**src/verilog/rsc_pkg.sv**
```systemverilog
// Purpose: constants and types for the radio module service-command handler
// Assumes: byte-wide command and reply streams on one 10 MHz clock
// Notes:   command codes are three-byte sequences; replies are ASCII bytes
`default_nettype none
package rsc_pkg;
   // ------------------------------------------------------------
   // command bytes
   // ------------------------------------------------------------
   localparam logic [7:0] RSC_HDR_QRY   = 8'h00;  // first byte of queries
   localparam logic [7:0] RSC_HDR_SVC   = 8'h80;  // first byte of service commands
   localparam logic [7:0] RSC_OP_VER    = 8'h00;  // version query second byte
   localparam logic [7:0] RSC_OP_SIG    = 8'h01;  // signal query second byte
   localparam logic [7:0] RSC_OP_RST    = 8'h20;  // soft reset second byte
   localparam logic [7:0] RSC_OP_DEF    = 8'h21;  // restore defaults second byte
   localparam logic [7:0] RSC_TAIL      = 8'h01;  // closing byte of every command
   // ------------------------------------------------------------
   // reply text
   // ------------------------------------------------------------
   localparam logic [7:0] RSC_CH_O      = 8'h4F;  // 'O'
   localparam logic [7:0] RSC_CH_K      = 8'h4B;  // 'K'
   localparam logic [7:0] RSC_CH_0      = 8'h30;  // '0'
   localparam logic [7:0] RSC_CH_A      = 8'h37;  // 'A' minus ten
   localparam int         RSC_VER_LEN   = 6;      // version text length
   // version text is arbitrary, not a real firmware name
   localparam logic [8*RSC_VER_LEN-1:0] RSC_VER_TEXT = 48'h76_31_2E_30_2E_30; // "v1.0.0"
   localparam logic [3:0] RSC_OK_LEN    = 4'h2;   // "OK"
   localparam logic [3:0] RSC_SIG_LEN   = 4'h4;   // four hex characters
   // ------------------------------------------------------------
   // timing
   // ------------------------------------------------------------
   localparam int         RSC_CLK_KHZ   = 10000;  // 10 MHz clock
   localparam int         RSC_TEST_US   = 100;    // self-test length in us
   localparam logic [15:0] RSC_TEST_CYC = 16'((RSC_TEST_US * RSC_CLK_KHZ) / 1000);
   localparam logic [15:0] RSC_ZERO16   = 16'h0000;
   localparam logic [3:0] RSC_ZERO4     = 4'h0;
   // ------------------------------------------------------------
   // types
   // ------------------------------------------------------------
   typedef struct packed {
      logic [7:0] env;   // environment strength
      logic [7:0] data;  // last received data strength
   } rsc_sig_t;
   typedef enum logic [2:0] {
      RSC_IDLE  = 3'b000,  // waiting for first byte
      RSC_GOT1  = 3'b001,  // first byte held
      RSC_GOT2  = 3'b011,  // second byte held
      RSC_REPLY = 3'b010,  // sending reply bytes
      RSC_TEST  = 3'b110,  // internal reset and self-test
      RSC_LOAD  = 3'b111   // reloading defaults
   } rsc_state_t;
   typedef enum logic [1:0] {
      RSC_R_VER = 2'h0,
      RSC_R_OK  = 2'h1,
      RSC_R_SIG = 2'h2
   } rsc_reply_t;
endpackage : rsc_pkg
`default_nettype wire

```
**src/verilog/rsc_service.sv**
```systemverilog
// Purpose: decode service commands from the host and answer them
// Assumes: bytes arrive already deserialised, one per strobe, same clock
// Notes:   ready line is low while any command past its first byte is in hand
`timescale 1ns/1ps
`default_nettype none
// Behaviour
// - version query returns ASCII version text
// - reset command: send OK, then reset
// - ready low during reset self-test
// - ready high after self-test, resume work
// - restore defaults reloads settings, answers OK
// - signal query returns four hex characters
// - signal query needs no setup, accepted whenever idle
module rsc_service
   import rsc_pkg::*;
(
   input  wire logic       clk_i,         // 10 MHz clock
   input  wire logic       rst_i,         // synchronous reset, active high
   input  wire logic       ce_i,          // clock enable, freezes all state
   input  wire logic [7:0] rx_byte_i,     // received command byte
   input  wire logic       rx_valid_i,    // strobe with rx_byte_i
   input  var  rsc_sig_t   sig_i,         // live signal strengths
   input  wire logic       tx_ready_i,    // transmitter can take a byte
   output logic      [7:0] tx_byte_o,     // reply byte
   output logic            tx_valid_o,    // reply byte is offered
   output logic            ready_o,       // ready indicator, high when idle
   output logic            defaults_o,    // one-cycle pulse: reload defaults
   output logic            int_reset_o    // level: internal reset of logic
);
   // ------------------------------------------------------------
   // state
   // ------------------------------------------------------------
   rsc_state_t state, next_state;          // decoder state
   logic [7:0] byte1, next_byte1;          // first command byte
   logic [7:0] byte2, next_byte2;          // second command byte
   rsc_reply_t kind, next_kind;            // reply in progress
   logic [3:0] idx, next_idx;              // reply byte index
   logic [3:0] len, next_len;              // reply length
   logic [15:0] cnt, next_cnt;             // self-test timer
   logic       post_rst, next_post_rst;    // reset follows the reply
   rsc_sig_t   snap, next_snap;            // strengths caught at the query
   logic [7:0] txb, next_txb;              // registered reply byte
   logic       txv, next_txv;              // registered reply valid
   logic       dflt, next_dflt;            // defaults pulse
   logic [7:0] reply_ch;                   // byte for current index

   // ------------------------------------------------------------
   // helpers
   // ------------------------------------------------------------
   // one nibble to an ASCII hex character
   function automatic logic [7:0] hex_ch(input logic [3:0] n);
      logic [7:0] base;
      base = (n > 4'h9) ? RSC_CH_A : RSC_CH_0;
      return base + {4'h0, n};
   endfunction

   // pick reply byte from index
   // the version index runs past the text once a reply ends; the byte
   // is only loaded while a reply is in hand, so that value never shows
   always_comb begin
      reply_ch = RSC_CH_O;
      case (kind)
         RSC_R_VER: begin
            // text is stored first character high
            reply_ch = RSC_VER_TEXT[8*(RSC_VER_LEN-1-int'(idx)) +: 8];
         end
         RSC_R_SIG: begin
            // environment first, then data, high nibble first
            case (idx[1:0])
               2'h0:    reply_ch = hex_ch(snap.env[7:4]);
               2'h1:    reply_ch = hex_ch(snap.env[3:0]);
               2'h2:    reply_ch = hex_ch(snap.data[7:4]);
               default: reply_ch = hex_ch(snap.data[3:0]);
            endcase
         end
         default: begin
            reply_ch = (idx == RSC_ZERO4) ? RSC_CH_O : RSC_CH_K;
         end
      endcase
   end

   // ------------------------------------------------------------
   // next-state logic
   // ------------------------------------------------------------
   always_comb begin
      next_state    = state;
      next_byte1    = byte1;
      next_byte2    = byte2;
      next_kind     = kind;
      next_idx      = idx;
      next_len      = len;
      next_cnt      = cnt;
      next_post_rst = post_rst;
      next_snap     = snap;
      next_txb      = txb;
      next_txv      = txv;
      next_dflt     = 1'b0;
      case (state)
         RSC_IDLE: begin
            // only known header bytes start a command
            if (rx_valid_i && (rx_byte_i == RSC_HDR_QRY || rx_byte_i == RSC_HDR_SVC)) begin
               next_byte1 = rx_byte_i;
               next_state = RSC_GOT1;
            end
         end
         RSC_GOT1: begin
            // any second byte is held; the tail byte decides if it counts
            if (rx_valid_i) begin
               next_byte2 = rx_byte_i;
               next_state = RSC_GOT2;
            end
         end
         RSC_GOT2: begin
            if (rx_valid_i) begin
               next_state = RSC_IDLE;   // unknown sequence dropped
               next_idx   = RSC_ZERO4;
               if (rx_byte_i == RSC_TAIL) begin
                  if (byte1 == RSC_HDR_QRY && byte2 == RSC_OP_VER) begin
                     next_kind  = RSC_R_VER;
                     next_len   = 4'(RSC_VER_LEN);
                     next_state = RSC_REPLY;
                  end else if (byte1 == RSC_HDR_QRY && byte2 == RSC_OP_SIG) begin
                     next_snap  = sig_i;              // caught as the tail byte arrives
                     next_kind  = RSC_R_SIG;
                     next_len   = RSC_SIG_LEN;
                     next_state = RSC_REPLY;
                  end else if (byte1 == RSC_HDR_SVC && byte2 == RSC_OP_RST) begin
                     next_kind     = RSC_R_OK;        // OK first, then reset
                     next_len      = RSC_OK_LEN;
                     next_post_rst = 1'b1;
                     next_state    = RSC_REPLY;
                  end else if (byte1 == RSC_HDR_SVC && byte2 == RSC_OP_DEF) begin
                     next_dflt  = 1'b1;               // reload factory settings
                     next_state = RSC_LOAD;
                  end
               end
            end
         end
         RSC_LOAD: begin
            // defaults take one cycle, then acknowledge
            next_kind  = RSC_R_OK;
            next_len   = RSC_OK_LEN;
            next_state = RSC_REPLY;
         end
         RSC_REPLY: begin
            if (!txv) begin
               next_txb = reply_ch;
               next_txv = 1'b1;
            end else if (tx_ready_i) begin
               next_txv = 1'b0;
               next_idx = idx + 4'h1;
               if (idx + 4'h1 == len) begin
                  // reply done; reset, if asked, only now
                  next_state = post_rst ? RSC_TEST : RSC_IDLE;
                  next_cnt   = RSC_ZERO16;
               end
            end
         end
         RSC_TEST: begin
            // self-test runs for a fixed time
            // bytes offered now are dropped, the host must wait for ready
            next_post_rst = 1'b0;
            next_cnt      = cnt + 16'h0001;
            if (cnt == RSC_TEST_CYC - 16'h0001) begin
               next_state = RSC_IDLE;   // resume normal work
            end
         end
         default: begin
            next_state = RSC_IDLE;
         end
      endcase
   end

   // ------------------------------------------------------------
   // registers
   // ------------------------------------------------------------
   // reset wins over the enable so a frozen block still comes up clean
   always_ff @(posedge clk_i) begin
      if (rst_i) begin
         state    <= RSC_IDLE;
         byte1    <= 8'h00;
         byte2    <= 8'h00;
         kind     <= RSC_R_OK;
         idx      <= 4'h0;
         len      <= 4'h0;
         cnt      <= 16'h0000;
         post_rst <= 1'b0;
         snap     <= '0;
         txb      <= 8'h00;
         txv      <= 1'b0;
         dflt     <= 1'b0;
      end else if (ce_i) begin
         state    <= next_state;
         byte1    <= next_byte1;
         byte2    <= next_byte2;
         kind     <= next_kind;
         idx      <= next_idx;
         len      <= next_len;
         cnt      <= next_cnt;
         post_rst <= next_post_rst;
         snap     <= next_snap;
         txb      <= next_txb;
         txv      <= next_txv;
         dflt     <= next_dflt;
      end
   end

   // ------------------------------------------------------------
   // outputs
   // ------------------------------------------------------------
   assign tx_byte_o   = txb;
   assign tx_valid_o  = txv;
   assign defaults_o  = dflt;
   assign int_reset_o = (state == RSC_TEST);
   // low while a command is in hand or during self
   // ready stays high after a lone first byte: a partial command is not
   // yet accepted, and no timeout clears it, so following bytes finish it
   assign ready_o     = (state == RSC_IDLE) || (state == RSC_GOT1);
endmodule // rsc_service
`default_nettype wire
```
**config.mk**
```make
export PLATFORM = sky130hd
export DESIGN_NAME = rsc_service
export DESIGN_NICKNAME = d
export VERILOG_FILES = /design/src/verilog/rsc_pkg.sv /design/src/verilog/rsc_service.sv
export SDC_FILE = /design/constraint.sdc
export NUM_CORES = 1
export LEC_CHECK = 0
export BUFFER_PORTS_ARGS = -buffer_cell sky130_fd_sc_hd__buf_2
export CAP_MARGIN = 40
export CORE_AREA = 2 2 85 87
export CTS_BUF_LIST = sky130_fd_sc_hd__clkbuf_8
export CTS_CLUSTER_DIAMETER = 60
export CTS_CLUSTER_SIZE = 14
export DETAILED_ROUTE_END_ITERATION = 7
export DIE_AREA = 0 0 87 89
export GPL_TIMING_DRIVEN = 1
export PLACE_DENSITY = 0.77
export RECOVER_POWER = 25
export SKIP_LAST_GASP = 1
export SLEW_MARGIN = 20
export SYNTH_ARGS = -nofsm -noshare
export SYNTH_HDL_FRONTEND = slang
export SYNTH_SLANG_ARGS = --single-unit
```
**constraint.sdc**
```tcl
create_clock -name clk_i -period 6.7 [get_ports clk_i]
set_clock_uncertainty 0.05 [all_clocks]
set_input_delay 0.67 -clock clk_i [delete_from_list [all_inputs] [get_ports clk_i]]
set_output_delay 0.67 -clock clk_i [all_outputs]
set_load 0.02 [all_outputs]
```
* After elaboration in Yosys (flattened, before gate mapping) *
Cells that the tools add are included.

storage, ports and cells
  bits in registers = 72
  bits in latches = 0
  bits in writable memories = 0
  bits in read-only memories = 0
  output and inout port bits = 12
  word-level logic and storage cells = 139
  memories = 0

cells by class
  add/sub/neg operators = 7
  multipliers = 0
  divide/modulo/power cells = 0
  order comparisons = 4
  equality and inequality tests = 28
  shift-type cells = 1
  muxes and demuxes = 56
  bitwise logic cells = 2
  reductions and logical operators = 28

operators with widths
  cell                                                        number
  2-to-1 mux 3 bit                                            18
  2-to-1 mux 16 bit                                           3
  variable part select 48 x 8 -> 8 bit, first input constant  1
  2-to-1 mux 4 bit                                            8
  case mux 16 bit (2 select lines)                            1
  adder 6 x 4 -> 7 bit                                        4
  logical NOT 8 bit                                           3
  case mux 7 bit (3 select lines)                             1
  inequality test 2 bit, second input constant                10
  case mux 3 bit (6 select lines)                             1
  adder 16 x 1 -> 16 bit, second input constant               1
  == test 16 x 10 -> 1 bit, second input constant             1
  == test 8 x 1 -> 1 bit, second input constant               2
  == test 8 x 6 -> 1 bit, second input constant               2
  == test 8 bit, second input constant                        2
  greater-than comparator 4 bit, second input constant        4
  case mux 4 bit (2 select lines)                             2
  case mux 8 bit (2 select lines)                             1
  AND reduction 5 bit                                         3
  2-to-1 mux 1 bit                                            14
  2-to-1 mux 2 bit                                            5
  AND reduction 3 bit                                         3
  AND reduction 8 bit                                         1
  nonzero test 2 bit                                          4
  other kinds (21)                                            31

* Depth between registers and ports, before layout *
  depth in word-level cells = 9
  gate-level depth with buffers = 10
  gate-level depth less buffers = 9

* Least setup slack after synthesis *
OpenSTA, ideal clock, no wires.

  path type = input-to-reg
  start = in rx_byte_i[1]
  end = reg snap[13] (netlist name)
  data arrival time = 2.305 ns
  data required time = 6.518 ns
  slack = 4.213 ns
  stages = 7
  buffers on the path = 1
  cell sequence = or4_4 > or2_4 > nor4_4 > nand4_1 > buf_2 > nand2_1 > a21oi_1

on the way
  cells in the longest elaborated chain, start to end = 2

ends and longest elaborated chain
  what                           line                text
  from (decl)                    rsc_service.sv:20   input wire logic [7:0] rx_byte_i,
  == test 8 x 1 -> 1 bit         rsc_service.sv:117  if (rx_byte_i == RSC_TAIL) begin
  AND reduction 6 bit (no line)  n/a
  to (signal assigned)           rsc_service.sv:201  snap <= next_snap;
  to (decl)                      rsc_service.sv:41   rsc_sig_t snap, next_snap;

No other way between the ends.
A chain may end at the register's enable or synchronous reset.

* Worst setup path after layout *
  start = reg idx[0]
  end = reg cnt[13]

on the way
  cells in the longest elaborated chain, start to end = 4

ends and longest elaborated chain
  what                             line                text
  from (decl)                      rsc_service.sv:37   logic [3:0] idx, next_idx;
  from (signal assigned)           rsc_service.sv:197  idx <= next_idx;
  adder 4 x 1 -> 4 bit             rsc_service.sv:152  if (idx + 4'h1 == len) begin
  == test 4 bit                    rsc_service.sv:152
  inequality test 2 bit (no line)  n/a
  AND reduction 5 bit (no line)    n/a
  to (signal assigned)             rsc_service.sv:199  cnt <= next_cnt;
  to (decl)                        rsc_service.sv:39   logic [15:0] cnt, next_cnt;

No other way between the ends.

==> impl_metrics.yaml <==
grt:
  use_met2_pct: 39.1
  antenna_found_initial: 0
  grt_start_max_net_pins: 44
  grt_usage_pct: 23.7
  grt_pass1_wl_mm: 14.8
  gr-total-overflow: 0
  grt_pass1_vias: 3318
  use_met1_pct: 31.2
  busiest_layer: "met2"
  use_met3_pct: 4.34
floorplanning:
  start_util_pct: 57.5
  io_pins: 41
  dieArea_um2: 7740
  die_h_um: 89
  coreArea_um2: 6720
  rows: 30
  die_w_um: 87
power_and_ir_drop:
  p_leak_nw: 1.65
  power_density_nw_per_um2: 185
  peakVddDrop_v: 0.000168
hold_path:
  hp-class: "reg -> reg"
  hp-start: "defaults_o"
route:
  drt_wl_total_mm: 8.56
  drt_iter0_markers: 247
  final_antenna_net_count: 0
  wire_per_inst_um: 14.6
  vias: 3465
  drtPass1Iterations: 5
  vias_per_cell: 5.91
  drc: 0
yosys:
  ys_types: 61
  synth_flop_cell: "dfxtp_1"
  ys_seq_area_share_pct: 35.8
  ys_ff_latch: 69
  syn_area_um2: 3860
  synthCells: 474
  synth_nets: 522
  async_flop_share_pct: 0
  yosysWarnings: 0
  synth_edf_count: 0
  syn_avg_cell_area_um2: 8.15
timing:
  rsz0062_at_grt: "false"
  relSlewSlack_pct: 43.9
  tightest_slew_ps: 838
  fin_crit_sh_pct: 46.7
  setup_viol: 0
  tns_ps: 0
  max_freq_mhz: 320
  min_period_ps: 3130
  drv_slew: 0
  hold_viol: 0
finish:
  area_delta_synth_final_pct: 9.36
  n_antenna_cell: 0
  finalNonFillerCells: 586
  layout_commonest_cell: "dfxtp_1"
  nets: 549
  final_cell_mix: "dfxtp_1, nand2_1, nor2_1"
  final_area_um2: 4220
  drive_above_1_share_pct: 10.3
  fill_cells: 600
outcome:
  status: "finished, final reports clean"
setup_path:
  crit_path_start: "idx[0]"
  startpoint_type: "register"
  crit_arrival_ps: 3360
  crit_fanout: 15
  cp_data_required_time_ps: 6940
  r2r_start: "idx[0]"
  critPathKind: "reg -> reg"
  crit_path_end_kind: "register"
cts:
  postCtsSetupRepairBufs: 0
  clockRootBuffer: "clkbuf_8"
  ctsHoldBuffers: 0
  clkTransAtPathRegs_ps: 80
  htreeDepth: 3
  cts_tree: "built"
  clkLatencyLatePin_ps: 350
  cts_resized: 0
  clock_path_buffers: 2
  cts.sinks: 69
  cts_buffers: 9
placement:
  dp.cells: 570
  gp_congestion: 0.893
  placed_area_um2: 4050
  port_buffers: 39
  dp_hpwl_mm: 6.15
run:
  maxCapViolations: 0
## cell type report
type | instances | area, µm² | area share, %
multi-input cells | 367 | 2300 | 54.4
flip-flops and latches | 69 | 1380 | 32.7
repair buffers | 40 | 189 | 4.47
clock buffers | 11 | 151 | 3.58
well taps | 80 | 100 | 2.37
inverters | 14 | 52.6 | 1.24
clock inverters | 5 | 51.3 | 1.21
## critical path: stages (launching register included)
cell     delay, ps
dfxtp_1        590
ha_1           530
xnor3_1        210
nand4_1        170
o21ai_1        680
nand3_1        290
or3_1          400
a21oi_1        140
## flip-flops by register name, indices dropped and copies added (netlist names)
register / flops
byte1: 8
byte2: 8
cnt: 16
defaults_o: 1
idx: 4
kind: 2
len: 2
post_rst: 1
snap: 16
state: 3
tx_byte_o: 7
tx_valid_o: 1
## where the power goes
| part | internal [mW] | total, mW | switching [mW] |
|---|---|---|---|
| Combinational | 0.00825 | 0.0220 | 0.0138 |
| Clock | 0.190 | 0.350 | 0.161 |
| Sequential | 0.410 | 0.410 | 0.000136 |
| Total | 0.608 | 0.782 | 0.175 |
## per-stage QoR
stage	util, %	setup slack (ps)	hold slack (ps)	power [mW]
after detailed placement	60.3	3610	396	0.442
after global placement	60.3	3720	392	0.441
after floorplan	-	4210	380	0.430
after global routing	62.9	3140	435	0.805
final	62.9	3570	407	0.782
after CTS	63.3	3600	411	0.787
## routing by layer
layer,wire (µm),vias up
li1,-,1735
met1,4030,1605
met2,3940,108
met3,435,17
met4,151,0
met5,0,-
## worst paths after layout
check	end	slack, ps	depth (start not counted)
worst max-delay path	cnt[13]	3570	7
worst max register to register	cnt[13]	3570	7
worst min register to register	defaults_o	410	2
worst min-delay path	defaults_o	410	2
## synthesized netlist by cell type (5+ instances only)
cell type / n / area, µm²
or3_1: 5 / 31.3
nand2b_1: 9 / 56.3
nor2_1: 51 / 191
o21a_1: 5 / 37.5
a21o_1: 7 / 52.6
nand3_1: 17 / 85.1
a21oi_1: 43 / 215
and2_1: 8 / 50.1
o21ai_0: 19 / 95.1
nor3_1: 7 / 35.0
nor4_1: 6 / 37.5
nor2b_1: 5 / 31.3
dfxtp_1: 69 / 1380
ha_1: 15 / 188
xor2_1: 14 / 123
clkbuf_1: 19 / 71.3
mux2i_1: 10 / 100
nand2_1: 62 / 233
nand4_1: 9 / 56.3
a31oi_1: 6 / 37.5
inv_1: 14 / 52.6
## logic make-up (layout without fill, tap and decap cells)
kind of cell / Yosys count / in the layout / synth area share (%)
buffers and inverters: 38 / 70 / 4.34
AOI/OAI and AO/OA: 116 / 116 / 19.6
DFF: 69 / 69 / 35.8
xor gates and xnor gates: 19 / 19 / 4.66
and+or+nand+nor: 202 / 202 / 26.0
muxes: 10 / 10 / 2.59
other: 1 / 1 / 0.0971
adders and majority gates: 19 / 19 / 6.93
Power figures use the tool's default switching activity.
